$ cat src/redriver_cfg_map.svh
// offsets, field positions, reset values and timing values (MHz, us, ns) of the config block
`ifndef REDRIVER_CFG_MAP_SVH
`define REDRIVER_CFG_MAP_SVH
// ----------------------------------------
// register offsets
// ----------------------------------------
`define REG_STATUS    8'h00
`define REG_DET_TRIG  8'h04
`define REG_BANK_ADDR 8'h08
`define REG_CH_CFG    8'h10
// ----------------------------------------
// channel config fields and reset
// ----------------------------------------
`define CFG_S1_LSB    0
`define CFG_S2_LSB    4
`define CFG_PROF_LSB  7
`define CFG_SKIP_BIT  11
`define CFG_FLAT_LSB  12
`define CFG_RESET     15'h5000
// ----------------------------------------
// strap levels and addresses
// ----------------------------------------
`define LVL_0         3'h0
`define LVL_1         3'h1
`define LVL_2         3'h2
`define LVL_3         3'h3
`define LVL_FLOAT     3'h4
`define ADDR_BASE_L1  7'h18
`define ADDR_BASE_L2  7'h20
`define ADDR_NONE     7'h00
`define AXI_OKAY      2'h0
`define AXI_SLVERR    2'h2
// ----------------------------------------
// timing
// ----------------------------------------
`define CLK_FREQ_MHZ  250
`define POLL_TIME_US  150
`define PIN_HOLD_US   200
`define SENSE_TIME_NS 40
`endif

$ cat src/redriver_cfg_pkg.sv
// types shared by the redriver configuration block
package redriver_cfg_pkg;
  typedef logic [2:0]  lvl_t;
  typedef logic [14:0] ch_cfg_t;
  typedef enum logic [2:0] {
    DET_IDLE,
    DET_PROBE,
    DET_SENSE,
    DET_WAIT,
    DET_FOUND
  } det_state_e;
endpackage

$ cat src/redriver_config_rx_detect.sv
// strap decode, equalizer setting mux, far-end detect and register slave
`timescale 1ns/1ps
`include "redriver_cfg_map.svh"
module redriver_config_rx_detect #(
  parameter int unsigned POLL_CYCLES = `POLL_TIME_US * `CLK_FREQ_MHZ,
  parameter int unsigned HOLD_CYCLES = `PIN_HOLD_US * `CLK_FREQ_MHZ
) (
  input  logic                    mclk_i,
  input  logic                    nrst_i,
  input  redriver_cfg_pkg::lvl_t  boost_select_high_pin_i,
  input  redriver_cfg_pkg::lvl_t  boost_select_low_pin_i,
  input  redriver_cfg_pkg::lvl_t  gain_pin_i,
  input  redriver_cfg_pkg::lvl_t  mode_pin_i,
  input  redriver_cfg_pkg::lvl_t  rxdet_pin_i,
  input  redriver_cfg_pkg::lvl_t  addr_pin_i,
  input  logic                    powerdown_pin_i,
  input  logic                    select_pin_i,
  input  logic [3:0]              far_end_present_i,
  input  logic [7:0]              s_axi_awaddr,
  input  logic                    s_axi_awvalid,
  output logic                    s_axi_awready,
  input  logic [31:0]             s_axi_wdata,
  input  logic [3:0]              s_axi_wstrb,
  input  logic                    s_axi_wvalid,
  output logic                    s_axi_wready,
  output logic [1:0]              s_axi_bresp,
  output logic                    s_axi_bvalid,
  input  logic                    s_axi_bready,
  input  logic [7:0]              s_axi_araddr,
  input  logic                    s_axi_arvalid,
  output logic                    s_axi_arready,
  output logic [31:0]             s_axi_rdata,
  output logic [1:0]              s_axi_rresp,
  output logic                    s_axi_rvalid,
  input  logic                    s_axi_rready,
  output logic [15:0]             first_stage_boost_code_o,
  output logic [11:0]             second_stage_boost_code_o,
  output logic [15:0]             midband_shape_code_o,
  output logic [3:0]              first_stage_skip_o,
  output logic [11:0]             flat_gain_code_o,
  output logic [3:0]              probe_o,
  output logic [3:0]              term_50_o,
  output logic                    standby_o,
  output logic                    reg_mode_o,
  output logic [6:0]              bank0_addr_o,
  output logic [6:0]              bank1_addr_o
);
  import redriver_cfg_pkg::*;

  localparam int unsigned SENSE_CYCLES = (`SENSE_TIME_NS * `CLK_FREQ_MHZ + 999) / 1000;

  // ----------------------------------------
  // level decode and equalizer table
  // ----------------------------------------
  function automatic lvl_t lvl(input lvl_t code);
    lvl = (code > `LVL_FLOAT) ? `LVL_FLOAT : code;
  endfunction

  function automatic logic [2:0] flat_map(input lvl_t l);
    unique case (l)
      `LVL_0:  flat_map = 3'h0;
      `LVL_1:  flat_map = 3'h1;
      `LVL_2:  flat_map = 3'h3;
      `LVL_3:  flat_map = 3'h7;
      default: flat_map = 3'h5;
    endcase
  endfunction

  // {skip, shape, stage two, stage one}
  function automatic logic [11:0] eq_row(input logic [4:0] idx);
    unique case (idx)
      5'h00:   eq_row = {1'b1, 4'h0, 3'h0, 4'h0};
      5'h01:   eq_row = {1'b1, 4'h0, 3'h0, 4'h1};
      5'h02:   eq_row = {1'b1, 4'h0, 3'h0, 4'h3};
      5'h03:   eq_row = {1'b1, 4'h0, 3'h0, 4'h7};
      5'h04:   eq_row = {1'b1, 4'h0, 3'h1, 4'h7};
      5'h05:   eq_row = {1'b0, 4'h1, 3'h0, 4'h0};
      5'h06:   eq_row = {1'b0, 4'h1, 3'h0, 4'h1};
      5'h07:   eq_row = {1'b0, 4'h1, 3'h0, 4'h2};
      5'h08:   eq_row = {1'b0, 4'h3, 3'h0, 4'h3};
      5'h09:   eq_row = {1'b0, 4'h3, 3'h0, 4'h4};
      5'h0a:   eq_row = {1'b0, 4'h7, 3'h1, 4'h5};
      5'h0b:   eq_row = {1'b0, 4'h7, 3'h1, 4'h6};
      5'h0c:   eq_row = {1'b0, 4'h7, 3'h1, 4'h8};
      5'h0d:   eq_row = {1'b0, 4'h7, 3'h1, 4'ha};
      5'h0e:   eq_row = {1'b0, 4'hf, 3'h2, 4'ha};
      5'h0f:   eq_row = {1'b0, 4'hf, 3'h3, 4'hb};
      5'h10:   eq_row = {1'b0, 4'hf, 3'h4, 4'hc};
      5'h11:   eq_row = {1'b0, 4'hf, 3'h5, 4'hd};
      5'h12:   eq_row = {1'b0, 4'hf, 3'h6, 4'he};
      default: eq_row = {1'b0, 4'hf, 3'h7, 4'hf};
    endcase
  endfunction

  // ----------------------------------------
  // reset release and input synchronisers
  // ----------------------------------------
  logic [1:0]  rst_sync_ff;
  logic        rst_n;
  logic [17:0] lvl_s1_ff, lvl_s2_ff;
  logic [5:0]  pin_s1_ff, pin_s2_ff;

  always_ff @(posedge mclk_i or negedge nrst_i) begin
    if (!nrst_i) rst_sync_ff <= 2'h0;
    else rst_sync_ff <= {rst_sync_ff[0], 1'b1};
  end
  assign rst_n = rst_sync_ff[1];

  // multi-bit level codes are quasi-static; only the mode decode re-reads a torn sample next cycle, the other straps keep their one capture
  always_ff @(posedge mclk_i or negedge rst_n) begin
    if (!rst_n) begin
      lvl_s1_ff <= 18'h0;
      lvl_s2_ff <= 18'h0;
      pin_s1_ff <= 6'h0;
      pin_s2_ff <= 6'h0;
    end else begin
      lvl_s1_ff <= {addr_pin_i, rxdet_pin_i, mode_pin_i, gain_pin_i,
                    boost_select_high_pin_i, boost_select_low_pin_i};
      lvl_s2_ff <= lvl_s1_ff;
      pin_s1_ff <= {far_end_present_i, select_pin_i, powerdown_pin_i};
      pin_s2_ff <= pin_s1_ff;
    end
  end

  // ----------------------------------------
  // strap capture
  // ----------------------------------------
  logic [1:0] settle_ff;
  logic       strap_done_ff, reg_mode_ff;
  lvl_t       hi_ff, lo_ff, gain_ff, rxdet_ff, addr_ff, mode_ff;
  logic [4:0] eq_idx;
  logic       det_en;
  logic [1:0] need_m1;

  always_ff @(posedge mclk_i or negedge rst_n) begin
    if (!rst_n) begin
      settle_ff     <= 2'h0;
      strap_done_ff <= 1'b0;
      hi_ff         <= `LVL_0;
      lo_ff         <= `LVL_0;
      gain_ff       <= `LVL_FLOAT;
      rxdet_ff      <= `LVL_FLOAT;
      addr_ff       <= `LVL_0;
    end else if (!strap_done_ff) begin
      settle_ff <= settle_ff + 2'h1;
      if (settle_ff == 2'h3) begin
        strap_done_ff <= 1'b1;
        hi_ff    <= (lvl(lvl_s2_ff[5:3]) > `LVL_3) ? `LVL_3 :
                    lvl(lvl_s2_ff[5:3]);
        lo_ff    <= lvl(lvl_s2_ff[2:0]);
        gain_ff  <= lvl(lvl_s2_ff[8:6]);
        rxdet_ff <= lvl(lvl_s2_ff[14:12]);
        addr_ff  <= lvl(lvl_s2_ff[17:15]);
      end
    end
  end

  always_ff @(posedge mclk_i or negedge rst_n) begin
    if (!rst_n) begin
      mode_ff     <= `LVL_0;
      reg_mode_ff <= 1'b0;
    end else begin
      mode_ff     <= lvl(lvl_s2_ff[11:9]);
      reg_mode_ff <= (lvl(lvl_s2_ff[11:9]) == `LVL_2);
    end
  end

  assign eq_idx  = 5'(hi_ff * 5 + lo_ff);
  assign det_en  = (rxdet_ff != `LVL_0);
  assign need_m1 = (rxdet_ff == `LVL_1) ? 2'h2 :
                   (rxdet_ff == `LVL_2) ? 2'h1 : 2'h0;

  // ----------------------------------------
  // power-down and select event filters
  // ----------------------------------------
  logic [15:0] pd_cnt_ff, sel_cnt_ff;
  logic        pd_flt_ff, sel_flt_ff, pd_fall_ff, sel_evt_ff, pwrup_ff, pwrup_done_ff;
  logic        trig_all_ff;
  logic [3:0]  trig_reg_ff, start_ch;

  // a level counts only after it held for the full window
  always_ff @(posedge mclk_i or negedge rst_n) begin
    if (!rst_n) begin
      pd_cnt_ff  <= 16'h0;
      pd_flt_ff  <= 1'b0;
      pd_fall_ff <= 1'b0;
    end else begin
      pd_fall_ff <= 1'b0;
      if (pin_s2_ff[0] == pd_flt_ff) pd_cnt_ff <= 16'h0;
      else if (pd_cnt_ff == 16'(HOLD_CYCLES - 1)) begin
        pd_flt_ff  <= pin_s2_ff[0];
        pd_fall_ff <= pd_flt_ff;
        pd_cnt_ff  <= 16'h0;
      end else pd_cnt_ff <= pd_cnt_ff + 16'h1;
    end
  end

  always_ff @(posedge mclk_i or negedge rst_n) begin
    if (!rst_n) begin
      sel_cnt_ff <= 16'h0;
      sel_flt_ff <= 1'b0;
      sel_evt_ff <= 1'b0;
    end else begin
      sel_evt_ff <= 1'b0;
      if (pin_s2_ff[1] == sel_flt_ff) sel_cnt_ff <= 16'h0;
      else if (sel_cnt_ff == 16'(HOLD_CYCLES - 1)) begin
        sel_flt_ff <= pin_s2_ff[1];
        sel_evt_ff <= 1'b1;
        sel_cnt_ff <= 16'h0;
      end else sel_cnt_ff <= sel_cnt_ff + 16'h1;
    end
  end

  always_ff @(posedge mclk_i or negedge rst_n) begin
    if (!rst_n) begin
      pwrup_ff      <= 1'b0;
      pwrup_done_ff <= 1'b0;
      trig_all_ff   <= 1'b0;
    end else begin
      pwrup_ff      <= strap_done_ff && !pwrup_done_ff && !pd_flt_ff;
      pwrup_done_ff <= pwrup_done_ff || (strap_done_ff && !pd_flt_ff);
      trig_all_ff   <= pwrup_ff || pd_fall_ff || sel_evt_ff;
    end
  end

  assign start_ch = {4{trig_all_ff}} | trig_reg_ff;

  // ----------------------------------------
  // per-channel detect machine and setting mux
  // ----------------------------------------
  ch_cfg_t    ch_cfg_ff [4];
  ch_cfg_t    strap_cfg;
  logic [3:0] far_s2;

  assign far_s2    = pin_s2_ff[5:2];
  assign strap_cfg = {flat_map(gain_ff), eq_row(eq_idx)};

  for (genvar i = 0; i < 4; i++) begin : g_ch
    det_state_e state_ff;
    logic [16:0] cnt_ff;
    logic [1:0]  hits_ff;
    logic        probe_ff, term_ff;
    ch_cfg_t     out_ff;

    always_ff @(posedge mclk_i or negedge rst_n) begin
      if (!rst_n) begin
        state_ff <= DET_IDLE;
        cnt_ff   <= 17'h0;
        hits_ff  <= 2'h0;
        probe_ff <= 1'b0;
        term_ff  <= 1'b0;
      end else begin
        probe_ff <= 1'b0;
        if (pd_flt_ff) begin
          state_ff <= DET_IDLE;
          cnt_ff   <= 17'h0;
          hits_ff  <= 2'h0;
          term_ff  <= 1'b0;
        end else if (!det_en && strap_done_ff) begin
          state_ff <= DET_FOUND;
          term_ff  <= 1'b1;
        end else if (start_ch[i]) begin
          state_ff <= DET_PROBE;
          cnt_ff   <= 17'h0;
          hits_ff  <= 2'h0;
          term_ff  <= 1'b0;
        end else begin
          unique case (state_ff)
            DET_IDLE:  term_ff <= 1'b0;
            DET_PROBE: begin
              probe_ff <= 1'b1;
              cnt_ff   <= 17'h0;
              state_ff <= DET_SENSE;
            end
            DET_SENSE: begin
              if (cnt_ff == 17'(SENSE_CYCLES - 1)) begin
                cnt_ff <= 17'h0;
                if (far_s2[i] && hits_ff == need_m1) begin
                  state_ff <= DET_FOUND;
                  term_ff  <= 1'b1;
                end else begin
                  hits_ff  <= far_s2[i] ? hits_ff + 2'h1 : 2'h0;
                  state_ff <= DET_WAIT;
                end
              end else cnt_ff <= cnt_ff + 17'h1;
            end
            DET_WAIT: begin
              if (cnt_ff == 17'(POLL_CYCLES - 1)) begin
                cnt_ff   <= 17'h0;
                state_ff <= DET_PROBE;
              end else cnt_ff <= cnt_ff + 17'h1;
            end
            DET_FOUND: term_ff <= 1'b1;
          endcase
        end
      end
    end

    always_ff @(posedge mclk_i or negedge rst_n) begin
      if (!rst_n) out_ff <= `CFG_RESET;
      else out_ff <= reg_mode_ff ? ch_cfg_ff[i] : strap_cfg;
    end

    assign first_stage_boost_code_o[4*i +: 4]  = out_ff[`CFG_S1_LSB +: 4];
    assign second_stage_boost_code_o[3*i +: 3] = out_ff[`CFG_S2_LSB +: 3];
    assign midband_shape_code_o[4*i +: 4]      = out_ff[`CFG_PROF_LSB +: 4];
    assign first_stage_skip_o[i]               = out_ff[`CFG_SKIP_BIT];
    assign flat_gain_code_o[3*i +: 3]          = out_ff[`CFG_FLAT_LSB +: 3];
    assign probe_o[i]                          = probe_ff;
    assign term_50_o[i]                        = term_ff;
  end

  // ----------------------------------------
  // secondary addresses and mode outputs
  // ----------------------------------------
  logic [6:0] bank0_ff, bank1_ff;
  logic [6:0] base;

  assign base = (addr_ff == `LVL_FLOAT) ? `ADDR_NONE :
                (mode_ff == `LVL_1) ? `ADDR_BASE_L1 :
                (mode_ff == `LVL_2) ? `ADDR_BASE_L2 : `ADDR_NONE;

  always_ff @(posedge mclk_i or negedge rst_n) begin
    if (!rst_n) begin
      bank0_ff <= `ADDR_NONE;
      bank1_ff <= `ADDR_NONE;
    end else if (base == `ADDR_NONE) begin
      bank0_ff <= `ADDR_NONE;
      bank1_ff <= `ADDR_NONE;
    end else begin
      bank0_ff <= 7'(base + {addr_ff, 1'b0});
      bank1_ff <= 7'(base + {addr_ff, 1'b1});
    end
  end

  assign bank0_addr_o = bank0_ff;
  assign bank1_addr_o = bank1_ff;
  assign standby_o    = pd_flt_ff;
  assign reg_mode_o   = reg_mode_ff;

  // ----------------------------------------
  // register slave
  // ----------------------------------------
  logic       awready_ff, wready_ff, bvalid_ff, arready_ff, rvalid_ff;
  logic       aw_held_ff, w_held_ff, wr_go, wr_hit;
  logic [7:0] aw_addr_ff;
  logic [31:0] w_data_ff, rdata_ff;
  logic [3:0]  w_strb_ff;
  logic [1:0]  bresp_ff, rresp_ff;

  assign wr_go  = aw_held_ff && w_held_ff && !bvalid_ff;
  assign wr_hit = (aw_addr_ff[7:4] == 4'h1) || (aw_addr_ff == `REG_DET_TRIG);

  always_ff @(posedge mclk_i or negedge rst_n) begin
    if (!rst_n) begin
      awready_ff <= 1'b0;
      wready_ff  <= 1'b0;
      aw_held_ff <= 1'b0;
      w_held_ff  <= 1'b0;
      aw_addr_ff <= 8'h0;
      w_data_ff  <= 32'h0;
      w_strb_ff  <= 4'h0;
      bvalid_ff  <= 1'b0;
      bresp_ff   <= `AXI_OKAY;
    end else begin
      awready_ff <= !aw_held_ff && !(s_axi_awvalid && awready_ff) && !bvalid_ff;
      wready_ff  <= !w_held_ff && !(s_axi_wvalid && wready_ff) && !bvalid_ff;
      if (s_axi_awvalid && awready_ff) begin
        aw_held_ff <= 1'b1;
        aw_addr_ff <= {s_axi_awaddr[7:2], 2'h0};
      end else if (wr_go) aw_held_ff <= 1'b0;
      if (s_axi_wvalid && wready_ff) begin
        w_held_ff <= 1'b1;
        w_data_ff <= s_axi_wdata;
        w_strb_ff <= s_axi_wstrb;
      end else if (wr_go) w_held_ff <= 1'b0;
      if (wr_go) begin
        bvalid_ff <= 1'b1;
        bresp_ff  <= wr_hit ? `AXI_OKAY : `AXI_SLVERR;
      end else if (s_axi_bready) bvalid_ff <= 1'b0;
    end
  end

  // channel words take byte lanes 0 and 1; detect pulses only in register mode
  always_ff @(posedge mclk_i or negedge rst_n) begin
    if (!rst_n) begin
      for (int k = 0; k < 4; k++) ch_cfg_ff[k] <= `CFG_RESET;
      trig_reg_ff <= 4'h0;
    end else begin
      trig_reg_ff <= 4'h0;
      if (wr_go && aw_addr_ff[7:4] == 4'h1) begin
        if (w_strb_ff[0]) ch_cfg_ff[aw_addr_ff[3:2]][7:0] <= w_data_ff[7:0];
        if (w_strb_ff[1]) ch_cfg_ff[aw_addr_ff[3:2]][14:8] <= w_data_ff[14:8];
      end
      if (wr_go && aw_addr_ff == `REG_DET_TRIG && w_strb_ff[0] && reg_mode_ff)
        trig_reg_ff <= w_data_ff[3:0];
    end
  end

  always_ff @(posedge mclk_i or negedge rst_n) begin
    if (!rst_n) begin
      arready_ff <= 1'b0;
      rvalid_ff  <= 1'b0;
      rdata_ff   <= 32'h0;
      rresp_ff   <= `AXI_OKAY;
    end else if (s_axi_arvalid && arready_ff) begin
      arready_ff <= 1'b0;
      rvalid_ff  <= 1'b1;
      rresp_ff   <= `AXI_OKAY;
      rdata_ff   <= 32'h0;
      if (s_axi_araddr[7:4] == 4'h1)
        rdata_ff <= {17'h0, ch_cfg_ff[s_axi_araddr[3:2]]};
      else if ({s_axi_araddr[7:2], 2'h0} == `REG_STATUS)
        rdata_ff <= {15'h0, mode_ff, rxdet_ff, eq_idx, pd_flt_ff, reg_mode_ff, term_50_o};
      else if ({s_axi_araddr[7:2], 2'h0} == `REG_BANK_ADDR)
        rdata_ff <= {17'h0, bank1_ff, 1'b0, bank0_ff};
      else if ({s_axi_araddr[7:2], 2'h0} != `REG_DET_TRIG)
        rresp_ff <= `AXI_SLVERR;
    end else if (rvalid_ff) begin
      if (s_axi_rready) begin
        rvalid_ff  <= 1'b0;
        arready_ff <= 1'b1;
      end
    end else arready_ff <= 1'b1;
  end

  assign s_axi_awready = awready_ff;
  assign s_axi_wready  = wready_ff;
  assign s_axi_bvalid  = bvalid_ff;
  assign s_axi_bresp   = bresp_ff;
  assign s_axi_arready = arready_ff;
  assign s_axi_rvalid  = rvalid_ff;
  assign s_axi_rdata   = rdata_ff;
  assign s_axi_rresp   = rresp_ff;
endmodule

$ cat config.mk
export PLATFORM = sky130hd
export DESIGN_NAME = redriver_config_rx_detect
export DESIGN_NICKNAME = d
export VERILOG_FILES = /design/src/redriver_cfg_pkg.sv /design/src/redriver_config_rx_detect.sv
export VERILOG_INCLUDE_DIRS = /design/src
export SDC_FILE = /design/constraint.sdc
export NUM_CORES = 1
export LEC_CHECK = 0
export ABC_AREA = 1
export ABC_CLOCK_PERIOD_IN_PS = 13350
export BUFFER_PORTS_ARGS = -buffer_cell sky130_fd_sc_hd__buf_4
export CAP_MARGIN = 25
export CORE_MARGIN = 2
export CORE_UTILIZATION = 50
export DETAILED_ROUTE_END_ITERATION = 8
export PLACE_DENSITY = 0.72
export SYNTH_ARGS = -nofsm -noshare
export SYNTH_HDL_FRONTEND = slang
export SYNTH_SLANG_ARGS = --single-unit
$ cat constraint.sdc
create_clock -name mclk_i -period 13.35 [get_ports mclk_i]
set_input_delay 0 -clock mclk_i [delete_from_list [all_inputs] [get_ports mclk_i]]
set_output_delay 0 -clock mclk_i [all_outputs]
set_load 0.02 [all_outputs]
==> results.txt, run 1 <==
Fraction of layout cells with a size suffix above 1: 0.137
Yosys Warn Count: 0
WL/cell: 16.3 um
Max-cap violations: 0
DRT Wirelength: 46.9 mm
# fillers: 3089
Slew headroom: 0.369
Post-place setup slack: 10.36 ns
Library cells used by synthesis: 55
Clock-pin slew on the worst setup and hold paths: 0.06 ns
Clock latency on the worst-skew pair: 0.59 ns
WP data required: 13.74 ns
Most common cell after layout, fill and taps aside: nand2_1
Rows: 70
Tot Pwr: 3570 uW
Top-Level Pins: 208
Antenna violations before repair: 2
Max Clk Rate: 318 MHz
Clock Skew: 0.0430 ns
Final setup viols: 0
Grt ovf: 0
Detail Route Antenna Nets: 0
Final Hold Viols: 0
Worst hold path type: in2reg
Avg Inst Size Synth: 8.47 um^2
Initial Util: 0.505
Period utilization: 0.235
Vias in the first global route: 14700
Outcome: completed
Min cycle time layout: 3.14 ns
RePlAce Congestion: 0.907
Total track usage: 0.250
Area delta synth->final: 19.8%
RSZ-0062 raised after global routing: no
Max-slew violations: 0
IO buf count: 166
Worst setup EP type: flip-flop
Max Root-Sink Buffers: 3
Maximum VDD drop: 0.103 mV
# hold bufs at CTS: 60
R2R depth: 10
Critical Path AT: 3.53 ns
Post-CTS Setup Bufs: 0
Pwr Density: 162 mW/mm^2
Root Buffer: clkbuf_16
Worst setup margin: 10.21 ns
Htree depth: 2
Post-DP HPWL: 32.0 mm
Initial drt markers: 1291
CTS tree: yes
Residual DRC: 0
Die Y-Extent: 196 um
Worst-margin pin slew: 0.946 ns
Die area: 0.0383 mm^2
Via count: 15200
Vias per cell: 5.27
CTS sink cnt: 387
LEAKAGE: 0.0106 uW
First-pass GRT wire length: 75.8 mm
Core ar.: 0.0363 mm^2
Cell Area, Synth: 0.0184 mm^2
CTS resizes: 0
Largest net degree at the start of global routing: 177
CP max FO: 16
Die X: 196 um
Most frequent cells in the layout: nand2_1, dfrtp_1, nor2_1, inv_1, nand3_1
DRT Pass-1 Iters: 5
Nets: 2491
Number of CTS-inserted buffers: 42
Hold path depth: 5
Worst Setup Start Kind: flip-flop
Synthesized instance count: 2167
Count of state elements after synthesis: 387
CP Class: reg2reg
Setup TNS: 0 ns
Register area share after synthesis: 0.529
[sequential cells by signal (all words and copies together) (netlist names), 7 cells and up]
signal and cells:
g_ch.cnt_ff 68, ch_cfg_ff 60, g_ch.out_ff 60, lvl_s1_ff 18
lvl_s2_ff 18, s_axi_rdata 17, pd_cnt_ff 16, sel_cnt_ff 16
w_data_ff 15, g_ch.state_ff 12, g_ch.hits_ff 8, bank1_addr_o 7
[through the flow]
step	hold WS [ns]	std cells	instance area (um^2)	utilization
after detailed placement	-0.215	2746	19900	0.546
after global routing	0.0580	2886	22000	0.605
after floorplan	-0.296	2185	18400	-
final	0.0383	2886	22000	0.605
after CTS	0.0136	2884	22000	0.604
after global placement	-0.217	2745	19800	0.545
[layout make-up]
cell class	count	area, um^2	area share
Antenna cell	1	2.50	0.000114
Clock buffer	59	1220	0.0553
Clock inverter	19	298	0.0135
Inverter	244	921	0.0419
Multi-Input combinational cell	1475	7310	0.332
Sequential cell	387	9710	0.441
Tap cell	468	586	0.0266
Timing Repair Buffer	233	1950	0.0887
[power by group]
group	switching, uW	leakage (uW)	total (uW)	internal [uW]
clock network	492	0.000739	1250	759
registers	150	0.00494	1510	1360
logic	533	0.00491	809	275
[worst paths after layout]
| path | startpoint | slack (ns) | endpoint |
|---|---|---|---|
| min reg2reg | lvl_s1_ff[10]$_DFF_PN0_ | 0.34 | lvl_s2_ff[10]$_DFF_PN0_ |
| min in group asynchronous | nrst_i | 0.32 | rst_sync_ff[0]$_DFF_PN0_ |
| min | s_axi_araddr[6] | 0.04 | s_axi_rresp[1]$_DFFE_PN0P_ |
| max | hi_ff[0]$_DFFE_PN0P_ | 10.21 | g_ch[3].out_ff[2]$_DFF_PN0_ |
| max reg2reg | hi_ff[0]$_DFFE_PN0P_ | 10.21 | g_ch[3].out_ff[2]$_DFF_PN0_ |
| max in group asynchronous | rst_sync_ff[1]$_DFF_PN0_ | 11.47 | g_ch[1].state_ff[0]$_DFFE_PN0P_ |
[cell families (layout without fill, tap and decap cells)]
family                   count (synthesis)  in the layout  share of synthesized area
AO/OA/AOI/OAI                          290            290                     0.0874
XOR/XNOR                                46             46                     0.0223
adder cells (fa/ha/maj)                 25             25                     0.0174
buffers and inverters                  323            555                     0.0771
flip-flops                             387            387                      0.529
multiplexers                             8              8                    0.00491
other                                    2             21                   0.000409
AND/OR/NAND/NOR                       1086           1086                      0.262
[per-layer routing]
layer  part of all wire  vias up  track usage  wire [um]
met3              0.070       96       0.0551       3280
met5            0.00026        -            0         12
li1                   -     7381            -          -
met4              0.039        2        0.113       1850
met2               0.47      466        0.406      22200
met1               0.42     7259        0.321      19500
[cell usage after synthesis, drive strengths merged]
| cell type | n | area share |
|---|---|---|
| inv | 242 | 0.050 |
| conb | 2 | 0.00041 |
| a31oi | 3 | 0.0010 |
| dfrtp | 369 | 0.50 |
| dfstp | 18 | 0.026 |
| clkbuf | 23 | 0.0048 |
| xor2 | 37 | 0.018 |
| clkinv | 2 | 0.00041 |
| nor2 | 260 | 0.059 |
| nand3 | 181 | 0.055 |
| or3 | 1 | 0.00034 |
| nand2 | 551 | 0.11 |
| a21boi | 7 | 0.0031 |
| nor3 | 38 | 0.014 |
| nor4 | 9 | 0.0031 |
| xnor2 | 9 | 0.0043 |
| a21oi | 77 | 0.021 |
| or2 | 2 | 0.00068 |
| o22ai | 20 | 0.0068 |
| a31o | 2 | 0.00095 |
| o21bai | 5 | 0.0020 |
| nor3b | 4 | 0.0016 |
| nand4 | 35 | 0.013 |
| buf | 56 | 0.022 |
| o31ai | 3 | 0.0012 |
| o21ai | 151 | 0.042 |
| a22o | 2 | 0.00095 |
| nand3b | 5 | 0.0020 |
| ha | 24 | 0.016 |
| fa | 1 | 0.0011 |
| o211ai | 7 | 0.0029 |
| a22oi | 13 | 0.0053 |
| mux2 | 8 | 0.0049 |
[critical path, cell delays in order, from the launching register on]
cell and delay (ns):
dfrtp_1 0.41, ha_1 0.31, ha_1 0.33, ha_1 0.31, nand2_1 0.07, nand2_1 0.09
a21oi_1 0.12, xnor2_1 0.54, nor2_1 0.15, inv_1 0.47, nand3_1 0.15
Note: power is estimated with default switching activity, not from simulation.
==> run 2: changes to the inputs <==
--- a/config.mk
+++ b/config.mk
@@ -6,8 +6,8 @@
 export SDC_FILE = /design/constraint.sdc
 export NUM_CORES = 1
 export LEC_CHECK = 0
-export ABC_AREA = 1
-export ABC_CLOCK_PERIOD_IN_PS = 13350
+export ABC_AREA = 0
+export ABC_CLOCK_PERIOD_IN_PS = 3250
 export BUFFER_PORTS_ARGS = -buffer_cell sky130_fd_sc_hd__buf_4
 export CAP_MARGIN = 25
 export CORE_MARGIN = 2
==> constraint.sdc (replaced) <==
create_clock -name mclk_i -period 3.25 [get_ports mclk_i]
set_input_delay 0 -clock mclk_i [delete_from_list [all_inputs] [get_ports mclk_i]]
set_output_delay 0 -clock mclk_i [all_outputs]
set_load 0.02 [all_outputs]
==> run 2 against run 1 <==
Compared with the run above: clock power increased to 3.8 times the previous value; final cell count decreased by 21%; critical path type unchanged; first-iteration DRC count decreased by 42%; highest routed layer is now met4.
==> results.txt, run 2 <==
Met3 WL post-DR: 2.24 mm (-32%)
Endpoint of the worst-slack reg-to-reg timing path: g_ch[1].out_ff[9]$_DFF_PN0_
Die Y-Extent: 190 um (-3.0%)
Outcome: completed
Top Registers: g_ch.cnt_ff: 68 flops, ch_cfg_ff: 60 flops, g_ch.out_ff: 60 flops
Via count: 12300 (-19%)
CTS sink cnt: 387 (unchanged)
# diodes: 0 (-1)
DRT Wirelength: 40.1 mm (-14%)
Pwr Density: 630 mW/mm^2 (+290%)
Min-delay src: s_axi_araddr[6]
Vias in the first global route: 12300 (-17%)
Htree depth: 2 (unchanged)
WP data required: 3.66 ns (-10.08 ns)
Die X: 190 um (-3.0%)
Count leader, synth: dfrtp_1
IO buf count: 166 (unchanged)
Maximum VDD drop: 0.409 mV (+300%)
Initial drt markers: 750 (-42%)
Largest cells by area after synthesis: dfrtp_1, mux2_2, nor2_1
Worst-margin pin slew: 0.857 ns (-0.0891 ns)
Top-Level Pins: 208 (unchanged)
Slew headroom: 0.423 (+0.0542)
First-pass GRT wire length: 64.9 mm (-14%)
Grt ovf: 0 (unchanged)
Initial Util: 0.503 (-0.00246)
Fin area: 0.0209 mm^2 (-4.8%)
Core ar.: 0.0343 mm^2 (-5.7%)
Min cycle time layout: 2.94 ns (-0.202 ns)
Dpl cell area: 0.0190 mm^2 (-4.5%)
Worst hold path type: in2reg
CP max FO: 9 (-7)
Number of CTS-inserted buffers: 40 (-4.8%)
Avg Inst Size Synth: 11.0 um^2 (+30%)
Largest Register: g_ch.cnt_ff
Largest net degree at the start of global routing: 123 (-31%)
Critical Path AT: 3.35 ns (-0.18 ns)
Register area share after synthesis: 0.563 (+0.0345)
Most frequent cells in the layout: dfrtp_1, buf_4, nor2_1, nand2_1, mux2_2
WL/cell: 17.6 um (+8.1%)
CP Class: reg2reg
CTS tree: yes
Final setup viols: 0 (unchanged)
DRT met1 WL: 17.3 mm (-11%)
Final Hold Viols: 0 (unchanged)
Worst setup EP type: flip-flop
Hold slack: 0.0947 ns (+0.0564 ns)
Yosys Warn Count: 0 (unchanged)
Max Root-Sink Buffers: 3 (unchanged)
Post-DP HPWL: 27.6 mm (-14%)
Die area: 0.0360 mm^2 (-6.0%)
R2R depth: 9 (-1)
RSZ-0062 raised after global routing: no
Vias per cell: 5.39 (+2.3%)
Synthesized instance count: 1566 (-28%)
Period utilization: 0.905 (+0.669)
Hold path depth: 5 (unchanged)
Top Layer Used: met4
Setup TNS: 0 ns (unchanged)
Root Buffer: clkbuf_16
Synth async-reset ratio: 1.00 (unchanged)
Count of state elements after synthesis: 387 (unchanged)
Hold Path Sink: s_axi_rdata[14]$_DFFE_PN0P_
Ys flop type: dfrtp_1
Max FFs per register: 68 (unchanged)
Max-slew violations: 0 (unchanged)
Worst Setup Start Kind: flip-flop
DRT Pass-1 Iters: 8 (+3)
Area delta synth->final: 21.5%
Library cells used by synthesis: 66 (+20%)
Max Clk Rate: 340 MHz (+6.9%)
Clock Skew: 0.0214 ns (-0.0216 ns)
RePlAce Congestion: 0.871 (-3.9%)
Clock-pin slew on the worst setup and hold paths: 0.07 ns (about the same)
Final Core Density: 0.611 (+0.00570)
Clock latency on the worst-skew pair: 0.56 ns (-0.03 ns)
Antenna violations before repair: 0 (-2)
Nets: 1910 (-23%)
Top-area cell type share of the netlist area: 0.536 (+0.0328)
Max-cap violations: 0 (unchanged)
Worst r2r src: hi_ff[0]$_DFFE_PN0P_
Cell Area, Synth: 0.0172 mm^2 (-6.1%)
Post-synth EDFFs: 0 (unchanged)
LEAKAGE: 0.00960 uW (-9.3%)
Fraction of layout cells with a size suffix above 1: 0.226 (+0.0887)
Total track usage: 0.227 (-0.0223)
Most instantiated cells after synthesis: dfrtp_1, nor2_1, nand2_1, mux2_2, inv_1
R2R Setup Slk: 0.31 ns (-9.90 ns)
Largest area contributor in the synthesized netlist: dfrtp_1
Rows: 68 (-2.9%)
Routed wl met2: 19.7 mm (-12%)
Residual DRC: 0 (unchanged)
Most common cell after layout, fill and taps aside: dfrtp_1
Detail Route Antenna Nets: 0 (unchanged)
-- run 2: layer usage --
layer | vias up | track usage
met3 | 66 | 0.0483
met5 | - | 0
met4 | 0 | 0.0641
met1 | 6157 | 0.302
li1 | 5826 | -
met2 | 277 | 0.380
-- run 2: area by class of cell --
class	count	area (um^2)
tap	455	569
inverter	67	251
fill	2740	13300
clock inverter	15	221
clock buffer	56	1150
timing repair buffer	254	2120
sequential	387	9710
multi-input combinational	1052	6920
-- run 2: what timing repair did --
action / in CTS / in global routing
setup buffers: 0 / 0
endpoints found under the hold margin: 55 / 2
gates resized for setup: 0 / 1
hold buffers: 56 / 1
setup endpoints to repair: 0 / 24
-- run 2: worst max path at each step --
stage                              from                           to  slack (ns)  cells after the start
2_1_floorplan  rst_sync_ff[1]$_DFF_PN0_       addr_ff[0]$_DFFE_PN0P_       -0.55                      0
3_3_place_gp       hi_ff[0]$_DFFE_PN0P_  g_ch[0].out_ff[7]$_DFF_PN0_        0.20                     10
3_5_place_dp       hi_ff[0]$_DFFE_PN0P_  g_ch[1].out_ff[7]$_DFF_PN0_        0.17                     10
4_1_cts            hi_ff[0]$_DFFE_PN0P_  g_ch[1].out_ff[7]$_DFF_PN0_        0.14                     10
5_1_grt            hi_ff[0]$_DFFE_PN0P_  g_ch[2].out_ff[7]$_DFF_PN0_        0.10                     10
6_report           hi_ff[0]$_DFFE_PN0P_  g_ch[1].out_ff[9]$_DFF_PN0_        0.31                      9
-- run 2: per-stage QoR --
stage | std cells | worst slack [ns] | total power (uW)
2_1_floorplan | 1584 | -0.547 | 7560
3_3_place_gp | 2156 | 0.200 | 8390
3_5_place_dp | 2156 | 0.166 | 8470
4_1_cts | 2283 | 0.143 | 13300
5_1_grt | 2286 | 0.103 | 13800
6_report | 2286 | 0.310 | 13200
-- run 2: power breakdown --
group | internal [uW] | leakage (uW) | switching [uW] | total [uW]
registers | 5480 | 0.00493 | 603 | 6080
clock network | 2810 | 0.000675 | 1910 | 4730
logic | 1120 | 0.00399 | 1280 | 2390
total | 9410 | 0.00960 | 3790 | 13200
-- run 2: kinds of logic (layout without fill, tap and decap cells) --
kind of cell,count (synthesis),count (layout),share of synthesized area
AND/OR/NAND/NOR,564,564,0.159
flip-flops,387,387,0.563
AO/OA/AOI/OAI,230,230,0.0847
buffers and inverters,145,392,0.0398
multiplexers,119,119,0.0865
XOR/XNOR,94,94,0.0478
adder cells (fa/ha/maj),25,25,0.0186
other,2,20,0.000436
-- run 2: worst max-delay path: stages (launching register included) --
cell	delay, ns
dfrtp_1	0.40
ha_1	0.31
ha_1	0.33
ha_1	0.32
a21o_1	0.16
a21oi_1	0.24
xnor2_2	0.25
nand2_1	0.31
nor2_1	0.39
a21oi_1	0.09
==> run 3: changes to the inputs <==
--- a/config.mk
+++ b/config.mk
@@ -7,11 +7,12 @@
 export NUM_CORES = 1
 export LEC_CHECK = 0
 export ABC_AREA = 0
-export ABC_CLOCK_PERIOD_IN_PS = 3250
+export ABC_CLOCK_PERIOD_IN_PS = 3600
 export BUFFER_PORTS_ARGS = -buffer_cell sky130_fd_sc_hd__buf_4
 export CAP_MARGIN = 25
 export CORE_MARGIN = 2
 export CORE_UTILIZATION = 50
+export CTS_CLUSTER_SIZE = 20
 export DETAILED_ROUTE_END_ITERATION = 8
 export PLACE_DENSITY = 0.72
 export SYNTH_ARGS = -nofsm -noshare
==> constraint.sdc (replaced) <==
create_clock -name mclk_i -period 3.6 [get_ports mclk_i]
set_input_delay 0 -clock mclk_i [delete_from_list [all_inputs] [get_ports mclk_i]]
set_output_delay 0 -clock mclk_i [all_outputs]
set_load 0.02 [all_outputs]
==> run 3 against run 2 <==
Compared with the run above: flip-flop and latch count unchanged; sequential power decreased by 9.5%; via count increased by 0.67%; sequential share of layout area increased by 0.086 points; final area decreased by 0.18%; total power decreased by 9.4%; fmax decreased by 6.4%; final cell count decreased by 0.17%; critical path type unchanged; critical endpoint is now g_ch[3].out_ff[7]$_DFF_PN0_.
==> results.txt, run 3 (synthesized netlist as in run 2, its figures left out) <==
Outcome: completed
Total track usage: 0.226 (-0.00116)
Htree depth: 2 (unchanged)
Final setup viols: 0 (unchanged)
Pwr Density: 572 mW/mm^2 (-9.3%)
Core ar.: 0.0343 mm^2 (unchanged)
Final Hold Viols: 0 (unchanged)
Die area: 0.0360 mm^2 (unchanged)
Slowest stage delay, CP: 0.60 ns (+0.20 ns)
DRT Wirelength: 40.0 mm (-0.34%)
Min cycle time layout: 3.14 ns (+0.202 ns)
Grt ovf: 0 (unchanged)
Worst-margin pin slew: 1.05 ns (+0.190 ns)
Largest Register: g_ch.cnt_ff
# hold bufs at CTS: 56 (unchanged)
Fraction of layout cells with a size suffix above 1: 0.225 (-0.00115)
Worst hold path type: in2reg
CTS sink cnt: 387 (unchanged)
Final Core Density: 0.610 (-0.00113)
Critical path's slowest cell: xnor2_1
CTS resizes: 0 (unchanged)
Die X: 190 um (unchanged)
WP data required: 3.98 ns (+0.32 ns)
CP Class: reg2reg
Worst Setup Start Kind: flip-flop
Sw frac: 0.285 (-0.00185)
Die Y-Extent: 190 um (unchanged)
First-pass GRT wire length: 65.2 mm (+0.49%)
Slew headroom: 0.299 (-0.124)
Worst setup margin: 0.458 ns (+0.148 ns)
Max-cap violations: 0 (unchanged)
Post-DP HPWL: 27.5 mm (-0.41%)
Initial Util: 0.503 (unchanged)
Top-Level Pins: 208 (unchanged)
Antenna violations before repair: 0 (unchanged)
# diodes: 0 (unchanged)
CTS tree: yes
Clock latency on the worst-skew pair: 0.54 ns (-0.02 ns)
Area delta synth->final: 21.3%
Vias per cell: 5.44 (+0.84%)
Max Root-Sink Buffers: 3 (unchanged)
Seq pwr share: 0.460 (about the same)
Dpl cell area: 0.0189 mm^2 (-0.26%)
Clock-pin slew on the worst setup and hold paths: 0.07 ns (about the same)
Internal cell power: 8550 uW (-9.2%)
Hold slack: 0.105 ns (+0.0106 ns)
CP Buf/Inv Count: 1 (+1)
Most frequent cells in the layout: dfrtp_1, buf_4, nor2_1, nand2_1, mux2_2
LEAKAGE: 0.00957 uW (-0.25%)
RSZ-0062 raised after global routing: no
IO buf count: 166 (unchanged)
Psw: 3410 uW (-10%)
RePlAce Congestion: 0.876 (+0.51%)
WL/cell: 17.5 um (-0.16%)
Max FFs per register: 68 (unchanged)
Max Clk Rate: 318 MHz (-6.4%)
Max-slew violations: 0 (unchanged)
Fin area: 0.0209 mm^2 (-0.18%)
Clock Skew: 0.0116 ns (-0.00979 ns)
Most common cell after layout, fill and taps aside: dfrtp_1
Root Buffer: clkbuf_16
Cell family with most CP delay: adder cells
Tot Pwr: 12000 uW (-9.4%)
Rows: 68 (unchanged)
Post-place setup slack: 0.490 ns (+0.324 ns)
Residual DRC: 0 (unchanged)
Nets: 1904 (-0.31%)
Largest net degree at the start of global routing: 79 (-36%)
Top cell by count, worst path: ha_1
Initial drt markers: 739 (-1.5%)
Critical Path AT: 3.52 ns (+0.17 ns)
CP max FO: 9 (unchanged)
Ordered cell list for the critical path: ha_1 > ha_1 > ha_1 > a21o_1 > a21oi_1 > xnor2_1 > nand2_1 > nor3_1 > buf_4 > a21oi_1
DRT Pass-1 Iters: 5 (-3)
Top Registers: g_ch.cnt_ff: 68 flops, ch_cfg_ff: 60 flops, g_ch.out_ff: 60 flops
Number of CTS-inserted buffers: 41 (+2.5%)
Via count: 12400 (+0.67%)
Detail Route Antenna Nets: 0 (unchanged)
Worst setup EP type: flip-flop
Maximum VDD drop: 0.412 mV (+0.84%)
Post-CTS Setup Bufs: 0 (unchanged)
Clock power frac: 0.362 (+0.004)
Combinational power share: 0.179 (-0.002)
# fillers: 2753 (+0.47%)
Vias in the first global route: 12500 (+2.3%)
Period utilization: 0.873 (-0.0318)
-- run 3: area by class of cell --
cell class	instances	area, um^2	share of cell area
Tap cell	455	569	0.0272
Clock inverter	18	225	0.0108
Sequential cell	387	9710	0.465
Inverter	67	251	0.0120
Clock buffer	56	1180	0.0566
Multi-Input combinational cell	1052	6910	0.331
Timing Repair Buffer	247	2050	0.0981
-- run 3: through the flow --
| stage | instances | TNS [ns] |
|---|---|---|
| 3_3_place_gp | 2151 | 0 |
| 5_1_grt | 2282 | 0 |
| 4_1_cts | 2281 | 0 |
| 2_1_floorplan | 1584 | -72.42 |
| 6_report | 2282 | 0 |
| 3_5_place_dp | 2151 | 0 |
-- run 3: final timing paths --
check,startpoint,end,slack [ns],depth (start not counted)
setup / recovery,hi_ff[0]$_DFFE_PN0P_,g_ch[3].out_ff[7]$_DFF_PN0_,0.46,10
hold / removal,mode_pin_i[2],lvl_s1_ff[11]$_DFF_PN0_,0.11,2
setup reg to reg,hi_ff[0]$_DFFE_PN0P_,g_ch[3].out_ff[7]$_DFF_PN0_,0.46,10
hold reg to reg,rst_sync_ff[1]$_DFF_PN0_,lvl_s1_ff[17]$_DFF_PN0_,0.20,0
max in group asynchronous,rst_sync_ff[1]$_DFF_PN0_,pd_cnt_ff[9]$_DFF_PN0_,2.32,2
min in group asynchronous,rst_sync_ff[1]$_DFF_PN0_,lvl_s1_ff[17]$_DFF_PN0_,0.20,0
-- run 3: layer usage --
layer,wire [um],track usage,vias to the layer above
li1,-,-,5805
met1,17500,0.308,6212
met2,19400,0.373,322
met3,2000,0.0387,69
met4,1070,0.0704,0
met5,0,0,-
-- run 3: power groups by stage --
stage | combinational [uW] | sequential, uW | clock (uW)
after floorplan | 1220 | 5600 | 0
after global placement | 2020 | 5540 | 0
after detailed placement | 2080 | 5550 | 0
after CTS | 2140 | 5490 | 4410
after global routing | 2340 | 5570 | 4590
final | 2140 | 5500 | 4320
